===== src/inc/idp_consts.svh =====
`ifndef IDP_CONSTS_SVH
`define IDP_CONSTS_SVH

// Address pages (haddr[11:4]) of the register groups
`define IDP_PAGE_EN_SET    8'h10
`define IDP_PAGE_DIS       8'h18
`define IDP_PAGE_PEND_SET  8'h20
`define IDP_PAGE_PEND_CLR  8'h28
`define IDP_PAGE_EN_STAT   8'h30
`define IDP_PAGE_PEND_STAT 8'h31
`define IDP_PAGE_EVT       8'h32

// Single register offsets
`define IDP_OFS_EN_SET2    12'h104
`define IDP_OFS_DIS2       12'h184
`define IDP_OFS_DIS3       12'h188
`define IDP_OFS_DIS4       12'h18c
`define IDP_OFS_PEND_SET1  12'h200
`define IDP_OFS_PEND_SET2  12'h204
`define IDP_OFS_PEND_SET3  12'h208
`define IDP_OFS_PEND_CLR2  12'h284

// Word index inside a page: event registers, top word and low word
`define IDP_IDX_EVT_STAT   2'h0
`define IDP_IDX_EVT_CLR    2'h1
`define IDP_IDX_EVT_EN     2'h2
`define IDP_IDX_TOP        2'h3
`define IDP_IDX_LOW        2'h0

// Implemented bits per word
`define IDP_MASK_FULL      32'hffffffff
`define IDP_MASK_TOP       32'h000000ff
`define IDP_MASK_EN0       32'hfffff000
`define IDP_MASK_PSET0     32'hfffff00c
`define IDP_MASK_PCLR0     32'hffff500c
`define IDP_MASK_PSET0_HI  32'hfffff000
`define IDP_MASK_PSET0_LO  32'h0000000c

// Reset values
`define IDP_STATE_RST      32'h00000000
`define IDP_EVT_RST        3'h0

// Event bits
`define IDP_EVT_W          3
`define IDP_EVT_DIS        0
`define IDP_EVT_PEND       1
`define IDP_EVT_BAD        2

`endif


===== src/inc/idp_pkg.sv =====
`default_nettype none
package idp_pkg;
  // One register word
  typedef logic [31:0] idp_word_t;
  // Register groups seen by the address decoder
  typedef enum logic [2:0]
  {
    IDP_GRP_NONE,
    IDP_GRP_EN_SET,
    IDP_GRP_DIS,
    IDP_GRP_PEND_SET,
    IDP_GRP_PEND_CLR,
    IDP_GRP_EN_STAT,
    IDP_GRP_PEND_STAT,
    IDP_GRP_EVT
  } idp_grp_t;
endpackage : idp_pkg
`default_nettype wire


===== src/rtl/idp_regs.sv =====
// Summary of operation
// - ones in disable word two clear 32-63
// - ones in disable word three clear 64-95
// - disable word four bits 7:0 clear 96-103
// - pend word one bits 31:12 raise 12-31
// - pend word one bits 3:2 raise 2-3
// - ones in pend word two raise 32-63
// - ones in pend word three raise 64-95
// - enable-set words raise enables, zeros ignored
// - pend-clear words drop pending except lines 13 and 15, zeros ignored
//
// Register access over AHB-Lite is this design's own decision.
`include "idp_consts.svh"
`default_nettype none
module idp_regs
  import idp_pkg::*;
(
  input  wire logic          hclk,             // Bus clock, 25 MHz
  input  wire logic          hresetn,          // Async reset, low active
  input  wire logic          hsel,             // Slave select
  input  wire logic [31:0]   haddr,            // Byte address
  input  wire logic [1:0]    htrans,           // Transfer type
  input  wire logic          hwrite,           // Write when high
  input  wire logic [2:0]    hsize,            // Transfer size
  input  wire logic [31:0]   hwdata,           // Write data
  input  wire logic          hready,           // Bus ready in
  output logic               hreadyout,        // Slave ready
  output logic               hresp,            // Response, always okay
  output logic [31:0]        hrdata,           // Read data
  input  wire logic [103:0]  irq_src_pend,     // Same-clock line requests
  output logic [103:0]       irq_enable_bits,  // Per-line enable
  output logic [103:0]       irq_pend_bits,    // Per-line pending
  output logic               evt_irq           // Event interrupt level
);

  ////////////////////////////////////////////////////////////////////////////
  // Decode helpers

  // Group of a word address
  function automatic idp_grp_t dec_grp(input logic [11:0] a);
    dec_grp = IDP_GRP_NONE;
    if (a[1:0] == 2'h0)
    begin
      case (a[11:4])
        `IDP_PAGE_EN_SET:    dec_grp = IDP_GRP_EN_SET;
        `IDP_PAGE_DIS:       dec_grp = IDP_GRP_DIS;
        `IDP_PAGE_PEND_SET:  dec_grp = IDP_GRP_PEND_SET;
        `IDP_PAGE_PEND_CLR:  dec_grp = IDP_GRP_PEND_CLR;
        `IDP_PAGE_EN_STAT:   dec_grp = IDP_GRP_EN_STAT;
        `IDP_PAGE_PEND_STAT: dec_grp = IDP_GRP_PEND_STAT;
        `IDP_PAGE_EVT:       dec_grp = (a[3:2] == `IDP_IDX_TOP) ? IDP_GRP_NONE : IDP_GRP_EVT;
        default:             dec_grp = IDP_GRP_NONE;
      endcase
    end
  endfunction

  // Implemented bits of one word of a group
  function automatic idp_word_t grp_mask(input idp_grp_t g, input logic [1:0] i);
    if (i == `IDP_IDX_TOP)
      grp_mask = `IDP_MASK_TOP;
    else if (i != `IDP_IDX_LOW)
      grp_mask = `IDP_MASK_FULL;
    else
    begin
      case (g)
        IDP_GRP_PEND_SET: grp_mask = `IDP_MASK_PSET0;
        IDP_GRP_PEND_CLR: grp_mask = `IDP_MASK_PCLR0;
        default:          grp_mask = `IDP_MASK_EN0;
      endcase
    end
  endfunction

  ////////////////////////////////////////////////////////////////////////////
  // Bus address phase

  logic       take;      // Address phase accepted
  logic       wr_act;    // Write data phase now
  logic [11:0] wr_addr;  // Latched write address
  idp_grp_t   wgrp;      // Group of the write
  logic [1:0] widx;      // Word of the write
  idp_grp_t   agrp;      // Group of the address phase
  logic [1:0] aidx;      // Word of the address phase

  assign take = hsel && htrans[1] && hready;
  assign wgrp = dec_grp(wr_addr);
  assign widx = wr_addr[3:2];
  assign agrp = dec_grp(haddr[11:0]);
  assign aidx = haddr[3:2];

  // Zero wait states, never an error
  assign hreadyout = 1'b1;
  assign hresp     = 1'b0;

  // Latch write address phase
  always_ff @(posedge hclk or negedge hresetn)
  begin
    if (!hresetn)
    begin
      wr_act  <= 1'b0;
      wr_addr <= 12'h000;
    end
    else
    begin
      wr_act  <= take && hwrite;
      wr_addr <= haddr[11:0];
    end
  end

  ////////////////////////////////////////////////////////////////////////////
  // Per-line enable and pending state

  idp_word_t    en_q   [4];   // Enable words
  idp_word_t    pd_q   [4];   // Pending words
  idp_word_t    next_en[4];   // Next enable words
  idp_word_t    next_pd[4];   // Next pending words
  idp_word_t    set_en [4];   // Enable raises
  idp_word_t    clr_en [4];   // Enable drops
  idp_word_t    set_pd [4];   // Pending raises
  idp_word_t    clr_pd [4];   // Pending drops
  idp_word_t    src_w  [4];   // Line requests per word
  logic [3:0]   dis_hit;      // Live enable dropped
  logic [3:0]   pend_new;     // New pending raised
  logic [127:0] src_flat;     // Padded line requests
  logic [127:0] en_flat;      // Padded enables
  logic [127:0] pd_flat;      // Padded pendings

  assign src_flat = {24'h000000, irq_src_pend};

  for (genvar i = 0; i < 4; i++)
  begin : g_word
    localparam logic [1:0] IDX = 2'(i);
    logic wsel;  // Write hits this word

    assign wsel = wr_act && (widx == IDX);
    assign src_w[i] = src_flat[32*i +: 32] & grp_mask(IDP_GRP_PEND_SET, IDX);

    assign set_en[i] = (wsel && wgrp == IDP_GRP_EN_SET) ?
                       (hwdata & grp_mask(IDP_GRP_EN_SET, IDX)) : '0;
    assign clr_en[i] = (wsel && wgrp == IDP_GRP_DIS) ?
                       (hwdata & grp_mask(IDP_GRP_DIS, IDX)) : '0;
    assign set_pd[i] = ((wsel && wgrp == IDP_GRP_PEND_SET) ?
                        (hwdata & grp_mask(IDP_GRP_PEND_SET, IDX)) : '0) | src_w[i];
    assign clr_pd[i] = (wsel && wgrp == IDP_GRP_PEND_CLR) ?
                       (hwdata & grp_mask(IDP_GRP_PEND_CLR, IDX)) : '0;

    // Enable word update
    idp_word_upd u_en
    (
      .cur_word  (en_q[i]),
      .set_bits  (set_en[i]),
      .clr_bits  (clr_en[i]),
      .next_word (next_en[i]),
      .clr_hit   (dis_hit[i]),
      .set_new   ()
    );

    // Pending word update
    idp_word_upd u_pd
    (
      .cur_word  (pd_q[i]),
      .set_bits  (set_pd[i]),
      .clr_bits  (clr_pd[i]),
      .next_word (next_pd[i]),
      .clr_hit   (),
      .set_new   (pend_new[i])
    );

    // State words
    always_ff @(posedge hclk or negedge hresetn)
    begin
      if (!hresetn)
      begin
        en_q[i] <= `IDP_STATE_RST;
        pd_q[i] <= `IDP_STATE_RST;
      end
      else
      begin
        en_q[i] <= next_en[i];
        pd_q[i] <= next_pd[i];
      end
    end

    assign en_flat[32*i +: 32] = en_q[i];
    assign pd_flat[32*i +: 32] = pd_q[i];
  end

  assign irq_enable_bits = en_flat[103:0];
  assign irq_pend_bits   = pd_flat[103:0];

  ////////////////////////////////////////////////////////////////////////////
  // Event status, clear and enable

  logic [`IDP_EVT_W-1:0] evt_status;       // Sticky events
  logic [`IDP_EVT_W-1:0] evt_en;           // Event enables
  logic [`IDP_EVT_W-1:0] evt_set;          // Events this cycle
  logic [`IDP_EVT_W-1:0] evt_clr;          // Clear ones this cycle
  logic [`IDP_EVT_W-1:0] next_evt_status;  // Next sticky events
  logic [`IDP_EVT_W-1:0] next_evt_en;      // Next enables
  logic                  evt_wr;           // Write to event page

  assign evt_wr = wr_act && (wgrp == IDP_GRP_EVT);
  assign evt_set[`IDP_EVT_DIS]  = |dis_hit;
  assign evt_set[`IDP_EVT_PEND] = |pend_new;
  assign evt_set[`IDP_EVT_BAD]  = take && (agrp == IDP_GRP_NONE);
  assign evt_clr = (evt_wr && widx == `IDP_IDX_EVT_CLR) ? hwdata[`IDP_EVT_W-1:0] : '0;

  // New events win over a clear
  assign next_evt_status = (evt_status & ~evt_clr) | evt_set;
  assign next_evt_en = (evt_wr && widx == `IDP_IDX_EVT_EN) ? hwdata[`IDP_EVT_W-1:0] : evt_en;

  // Event registers
  always_ff @(posedge hclk or negedge hresetn)
  begin
    if (!hresetn)
    begin
      evt_status <= `IDP_EVT_RST;
      evt_en     <= `IDP_EVT_RST;
    end
    else
    begin
      evt_status <= next_evt_status;
      evt_en     <= next_evt_en;
    end
  end

  // Level interrupt from enabled events
  assign evt_irq = |(evt_status & evt_en);

  ////////////////////////////////////////////////////////////////////////////
  // Read data

  idp_word_t rd_next;  // Read value, includes this cycle's write

  // Read mux on next state
  always_comb
  begin
    rd_next = '0;
    case (agrp)
      IDP_GRP_EN_STAT:   rd_next = next_en[aidx];
      IDP_GRP_PEND_STAT: rd_next = next_pd[aidx];
      IDP_GRP_EVT:
      begin
        if (aidx == `IDP_IDX_EVT_STAT)
          rd_next = 32'(next_evt_status);
        else if (aidx == `IDP_IDX_EVT_EN)
          rd_next = 32'(next_evt_en);
        else
          rd_next = '0;
      end
      default:           rd_next = '0;
    endcase
  end

  // Read data register
  always_ff @(posedge hclk or negedge hresetn)
  begin
    if (!hresetn)
      hrdata <= '0;
    else
      hrdata <= (take && !hwrite) ? rd_next : '0;
  end
endmodule // idp_regs
`default_nettype wire


===== src/rtl/idp_word_upd.sv =====
`default_nettype none
module idp_word_upd
  import idp_pkg::*;
(
  input  wire idp_word_t cur_word,   // Present state word
  input  wire idp_word_t set_bits,   // Ones to raise
  input  wire idp_word_t clr_bits,   // Ones to drop
  output idp_word_t      next_word,  // Next state word
  output logic           clr_hit,    // A set bit gets dropped
  output logic           set_new     // A clear bit gets raised
);
  // Set beats clear when both land in one cycle
  assign next_word = (cur_word & ~clr_bits) | set_bits;
  // Change reports for the event logic
  assign clr_hit = |(cur_word & clr_bits & ~set_bits);
  assign set_new = |(set_bits & ~cur_word);
endmodule // idp_word_upd
`default_nettype wire


===== config.mk =====
export PLATFORM = sky130hd
export DESIGN_NAME = idp_regs
export DESIGN_NICKNAME = d
export VERILOG_FILES = /design/src/inc/idp_pkg.sv /design/src/rtl/idp_regs.sv /design/src/rtl/idp_word_upd.sv
export VERILOG_INCLUDE_DIRS = /design/src /design/src/inc
export SDC_FILE = /design/constraint.sdc
export NUM_CORES = 1
export LEC_CHECK = 0
export BUFFER_PORTS_ARGS = -buffer_cell sky130_fd_sc_hd__clkbuf_2
export CAP_MARGIN = 10
export CORE_UTILIZATION = 52
export DETAILED_ROUTE_END_ITERATION = 8
export GPL_TIMING_DRIVEN = 0
export MAX_ROUTING_LAYER = met4
export PLACE_DENSITY = 0.88
export SYNTH_ARGS = -nofsm -noshare
export SYNTH_HDL_FRONTEND = slang
export SYNTH_SLANG_ARGS = --single-unit

===== constraint.sdc =====
create_clock -name hclk -period 3.3 [get_ports hclk]
set_clock_uncertainty 0.15 [all_clocks]
set_input_delay 0.33 -clock hclk [delete_from_list [all_inputs] [get_ports hclk]]
set_output_delay 0.33 -clock hclk [all_outputs]
set_load 0.1 [all_outputs]

==> results.rst <==
.. list-table::
   :header-rows: 1

   * - Metric
     - Value
   * - Power share of the sequential group
     - 0.418
   * - Post-layout min period
     - 3417 ps
   * - Fraction of post-synthesis cell area in the top cell type by area
     - 0.4431
   * - Core occupancy in the finished layout
     - 0.7105
   * - WP data required
     - 3530 ps
   * - Routed wire length
     - 77.89 mm
   * - Transition time at the pin with the least slew margin
     - 1224 ps
   * - Power Dens Cells
     - 391.7 nW/um^2
   * - Post-route worst hold slack
     - 4.827 ps
   * - Die Area
     - 26380 um^2
   * - Failing checks
     - DRC, setup timing
   * - Final setup violation count
     - 5
   * - Dominant register cell in the synthesized netlist
     - sky130_fd_sc_hd__dfrtp_1
   * - Worst ir drop on vdd
     - 479.0 uV
   * - Kind of start point of the critical path
     - flop
   * - Initial DRC count
     - 3859
   * - Drt wl/cell
     - 34.36 um
   * - Aggregate global-route resource usage
     - 0.5965
   * - Vertical die dimension
     - 162.4 um
   * - DPL Wire Length
     - 56.63 mm
   * - Count of final max-slew check failures
     - 0
   * - Static leakage
     - 8.058 nW
   * - EDFF count, synth
     - 0
   * - # nets final
     - 2095
   * - Setup WS pre-CTS
     - -717.8 ps
   * - Share of synthesized flip-flops with an asynchronous set or reset
     - 1.000
   * - Count of port buffers added during placement
     - 338
   * - Total via count after detailed routing
     - 16774
   * - TritonCTS sink count
     - 237
   * - I/O Pins
     - 421
   * - Insertion delay of the later-clocked pin in the worst-skew pair
     - 570 ps
   * - Global placement routability congestion
     - 1.132
   * - Synthesized area per cell
     - 9.479 um^2
   * - Number of buffers on the longest clock path
     - 3
   * - Maximum number of pins on one net before global-route repair
     - 116
   * - Pre-antenna DRT Iters
     - 9
   * - Cells on worst reg2reg path
     - 10
   * - Fmax
     - 0.2927 GHz
   * - Share of total power in the clock network
     - 0.457
   * - Master cell of the clock root buffer
     - sky130_fd_sc_hd__clkbuf_16
   * - Proportion of layout cells with a drive suffix above 1
     - 0.2667
   * - Vias in the first global route
     - 15657
   * - Hold Crit Class
     - in -> reg
   * - Hold path depth
     - 3
   * - Gate count after technology mapping
     - 1412
   * - Share of the yosys chip area belonging to registers
     - 0.4431
   * - Biggest area contributors in the synthesized netlist
     - sky130_fd_sc_hd__dfrtp_1 (44%), sky130_fd_sc_hd__a22o_1 (6.8%), sky130_fd_sc_hd__a221o_1 (5.3%)
   * - Number of H-tree levels
     - 1
   * - Result of the run
     - finished, violations left
   * - Yosys top cell by area
     - sky130_fd_sc_hd__dfrtp_1
   * - DRC errors left
     - 2
   * - Vias per inst
     - 7.399
   * - Initial core utilization
     - 0.5315
   * - CTS clock-pin slew for the worst setup and hold paths
     - 70 ps
   * - Critical Path AT
     - 3640 ps
   * - Seq cells post-synth
     - 237
   * - Cell Area, Synth
     - 13380 um^2
   * - TritonCTS clock tree
     - done
   * - Int Power
     - 5.026 mW
   * - Max capacitance violation total
     - 0
   * - Warnings from Yosys
     - 0
   * - First-pass GRT wire length
     - 108.0 mm
   * - CP Class
     - reg -> reg
   * - Worst relative slew slack
     - 0.1808
   * - Reported net switching power
     - 1.982 mW
   * - Count of distinct cell types in the synthesized netlist
     - 77
   * - Relative area change from synthesis to final layout
     - 33.67%
   * - Number of antenna violations at the first check in global routing
     - 2
   * - Number of nets with antenna violations after routing
     - 0
   * - Post-layout worst setup margin
     - -117.0 ps
   * - Highest net fanout along the worst path
     - 10
   * - CORE AREA
     - 25180 um^2
   * - Std cell rows
     - 58
   * - Final period utilization
     - 1.035
   * - Global route total overflow
     - 0
   * - Total CTS buffers
     - 25
   * - Endpoint class of the critical path
     - flop
   * - Fin. Hold Viols
     - 0
   * - Proportion of total power due to net switching
     - 0.2828
   * - Chip Width
     - 162.4 um
   * - Combinational share of power
     - 0.124
==> layout make-up <==
type,instances,area (um^2)
fillers,1902,7291
multi-input cells,967,6674
flip-flops and latches,237,5934
repair buffers,458,2917
plain buffers,141,732.0
clock buffers,32,681.9
well taps,330,412.9
inverters,87,326.6
clock inverters,13,207.7
diodes,2,5.005
==> path summary, 6_finish.rpt <==
path,start,end,slack (ps)
max reg2reg,wr_addr[3]$_DFF_PN0_,hrdata[24]$_DFF_PN0_,-120
max,wr_addr[3]$_DFF_PN0_,hrdata[24]$_DFF_PN0_,-120
min reg2reg,evt_status[2]$_DFF_PN0_,evt_status[2]$_DFF_PN0_,370
min in group asynchronous,hresetn,hrdata[21]$_DFF_PN0_,300
min,irq_src_pend[32],irq_pend_bits[32]$_DFF_PN0_,5
max in group asynchronous,hresetn,irq_pend_bits[93]$_DFF_PN0_,1510
==> per-stage QoR <==
stage,power (mW),instances,setup TNS (ps),instance area (um^2)
2_1_floorplan,3.346,1434,0,13470
3_3_place_gp,3.671,2102,-718220,15570
3_5_place_dp,3.684,2104,-17130,15640
4_1_cts,6.859,2259,0,17730
5_1_grt,7.048,2267,-218.8,17890
6_report,7.009,2267,-259.2,17890
==> worst max-delay path, stage by stage (launching register included) <==
cell	delay, ps
sky130_fd_sc_hd__dfrtp_1	470
sky130_fd_sc_hd__and3b_2	410
sky130_fd_sc_hd__nand2_1	280
sky130_fd_sc_hd__nor2_2	280
sky130_fd_sc_hd__buf_4	250
sky130_fd_sc_hd__buf_4	250
sky130_fd_sc_hd__nand2_1	80
sky130_fd_sc_hd__a221o_1	340
sky130_fd_sc_hd__and2_1	160
sky130_fd_sc_hd__o21ai_2	330
sky130_fd_sc_hd__o221ai_1	230
==> registers in the layout, indices dropped and copies added, names as in the netlist <==
register         count
evt_en               3
irq_enable_bits     92
wr_addr             12
hrdata              32
evt_status           3
irq_pend_bits       94
wr_act               1
==> cells in the final DEF (no fill, tap or decap), types with 43 or more instances in the layout <==
master                            n
sky130_fd_sc_hd__dfrtp_1        234
sky130_fd_sc_hd__nand2b_1        44
sky130_fd_sc_hd__dlygate4sd3_1  105
sky130_fd_sc_hd__clkbuf_2       346
sky130_fd_sc_hd__a221o_1         71
sky130_fd_sc_hd__nand2_1        169
sky130_fd_sc_hd__nor2b_1         43
sky130_fd_sc_hd__a21oi_1         43
sky130_fd_sc_hd__clkbuf_1        81
sky130_fd_sc_hd__a22o_1         103
sky130_fd_sc_hd__inv_1           87
==> metal layers <==
layer,global-route usage,vias to the layer above,routed length (um)
met5,-,-,0
met4,0.3804,0,6768
met3,0.2447,595,13920
met2,0.8141,2075,31280
met1,0.7237,7849,25930
li1,-,6255,-
==> repair_timing <==
item,4_1_cts,5_1_grt
endpoints found under the hold margin,218,0
gates resized for setup,29,53
hold buffers,105,0
buffers inserted,6,7
endpoints found under the setup margin,56,33
pin swaps,4,3
==> synth_stat cells, types with 6 or more instances <==
cell type	count
sky130_fd_sc_hd__nand3_1	20
sky130_fd_sc_hd__nor2b_1	43
sky130_fd_sc_hd__a2111o_1	11
sky130_fd_sc_hd__a21oi_1	44
sky130_fd_sc_hd__and2_1	23
sky130_fd_sc_hd__nor3_2	6
sky130_fd_sc_hd__buf_2	24
sky130_fd_sc_hd__nor2_1	35
sky130_fd_sc_hd__a22o_1	104
sky130_fd_sc_hd__a211o_1	15
sky130_fd_sc_hd__nand2b_1	44
sky130_fd_sc_hd__o21ai_0	22
sky130_fd_sc_hd__inv_1	87
sky130_fd_sc_hd__o21ai_1	22
sky130_fd_sc_hd__nand4_1	11
sky130_fd_sc_hd__o22ai_1	31
sky130_fd_sc_hd__a221o_1	71
sky130_fd_sc_hd__a221oi_1	11
sky130_fd_sc_hd__o221ai_1	25
sky130_fd_sc_hd__o21a_1	6
sky130_fd_sc_hd__a22oi_1	33
sky130_fd_sc_hd__a21boi_0	28
sky130_fd_sc_hd__dfrtp_1	237
sky130_fd_sc_hd__nor4_1	9
sky130_fd_sc_hd__mux2_2	6
sky130_fd_sc_hd__a222oi_1	7
sky130_fd_sc_hd__clkbuf_1	92
sky130_fd_sc_hd__o2111ai_1	16
sky130_fd_sc_hd__nor3_1	14
sky130_fd_sc_hd__mux2i_1	25
sky130_fd_sc_hd__nand2_1	171
sky130_fd_sc_hd__buf_4	25
sky130_fd_sc_hd__a31oi_1	6
==> power groups by stage <==
stage,Sequential [mW],Clock [mW],Combinational (mW)
floorplan,2.99,0,0.357
global route,2.93,3.24,0.879
global placement,2.98,0,0.689
detailed placement,2.98,0,0.703
finish,2.93,3.20,0.872
CTS,2.93,3.13,0.806
==> logic make-up (layout without fill, tap and decap cells) <==
group	Yosys count	count (layout)	synth area share
AND/OR/NAND/NOR	423	423	0.1659
flip-flops	237	237	0.4431
multiplexers	31	31	0.02374
other	2	26	0.0005611
AO/OA/AOI/OAI	487	487	0.2905
XOR/XNOR	2	2	0.001309
buffers and inverters	230	731	0.07488
Power figures use the tool's default switching activity.
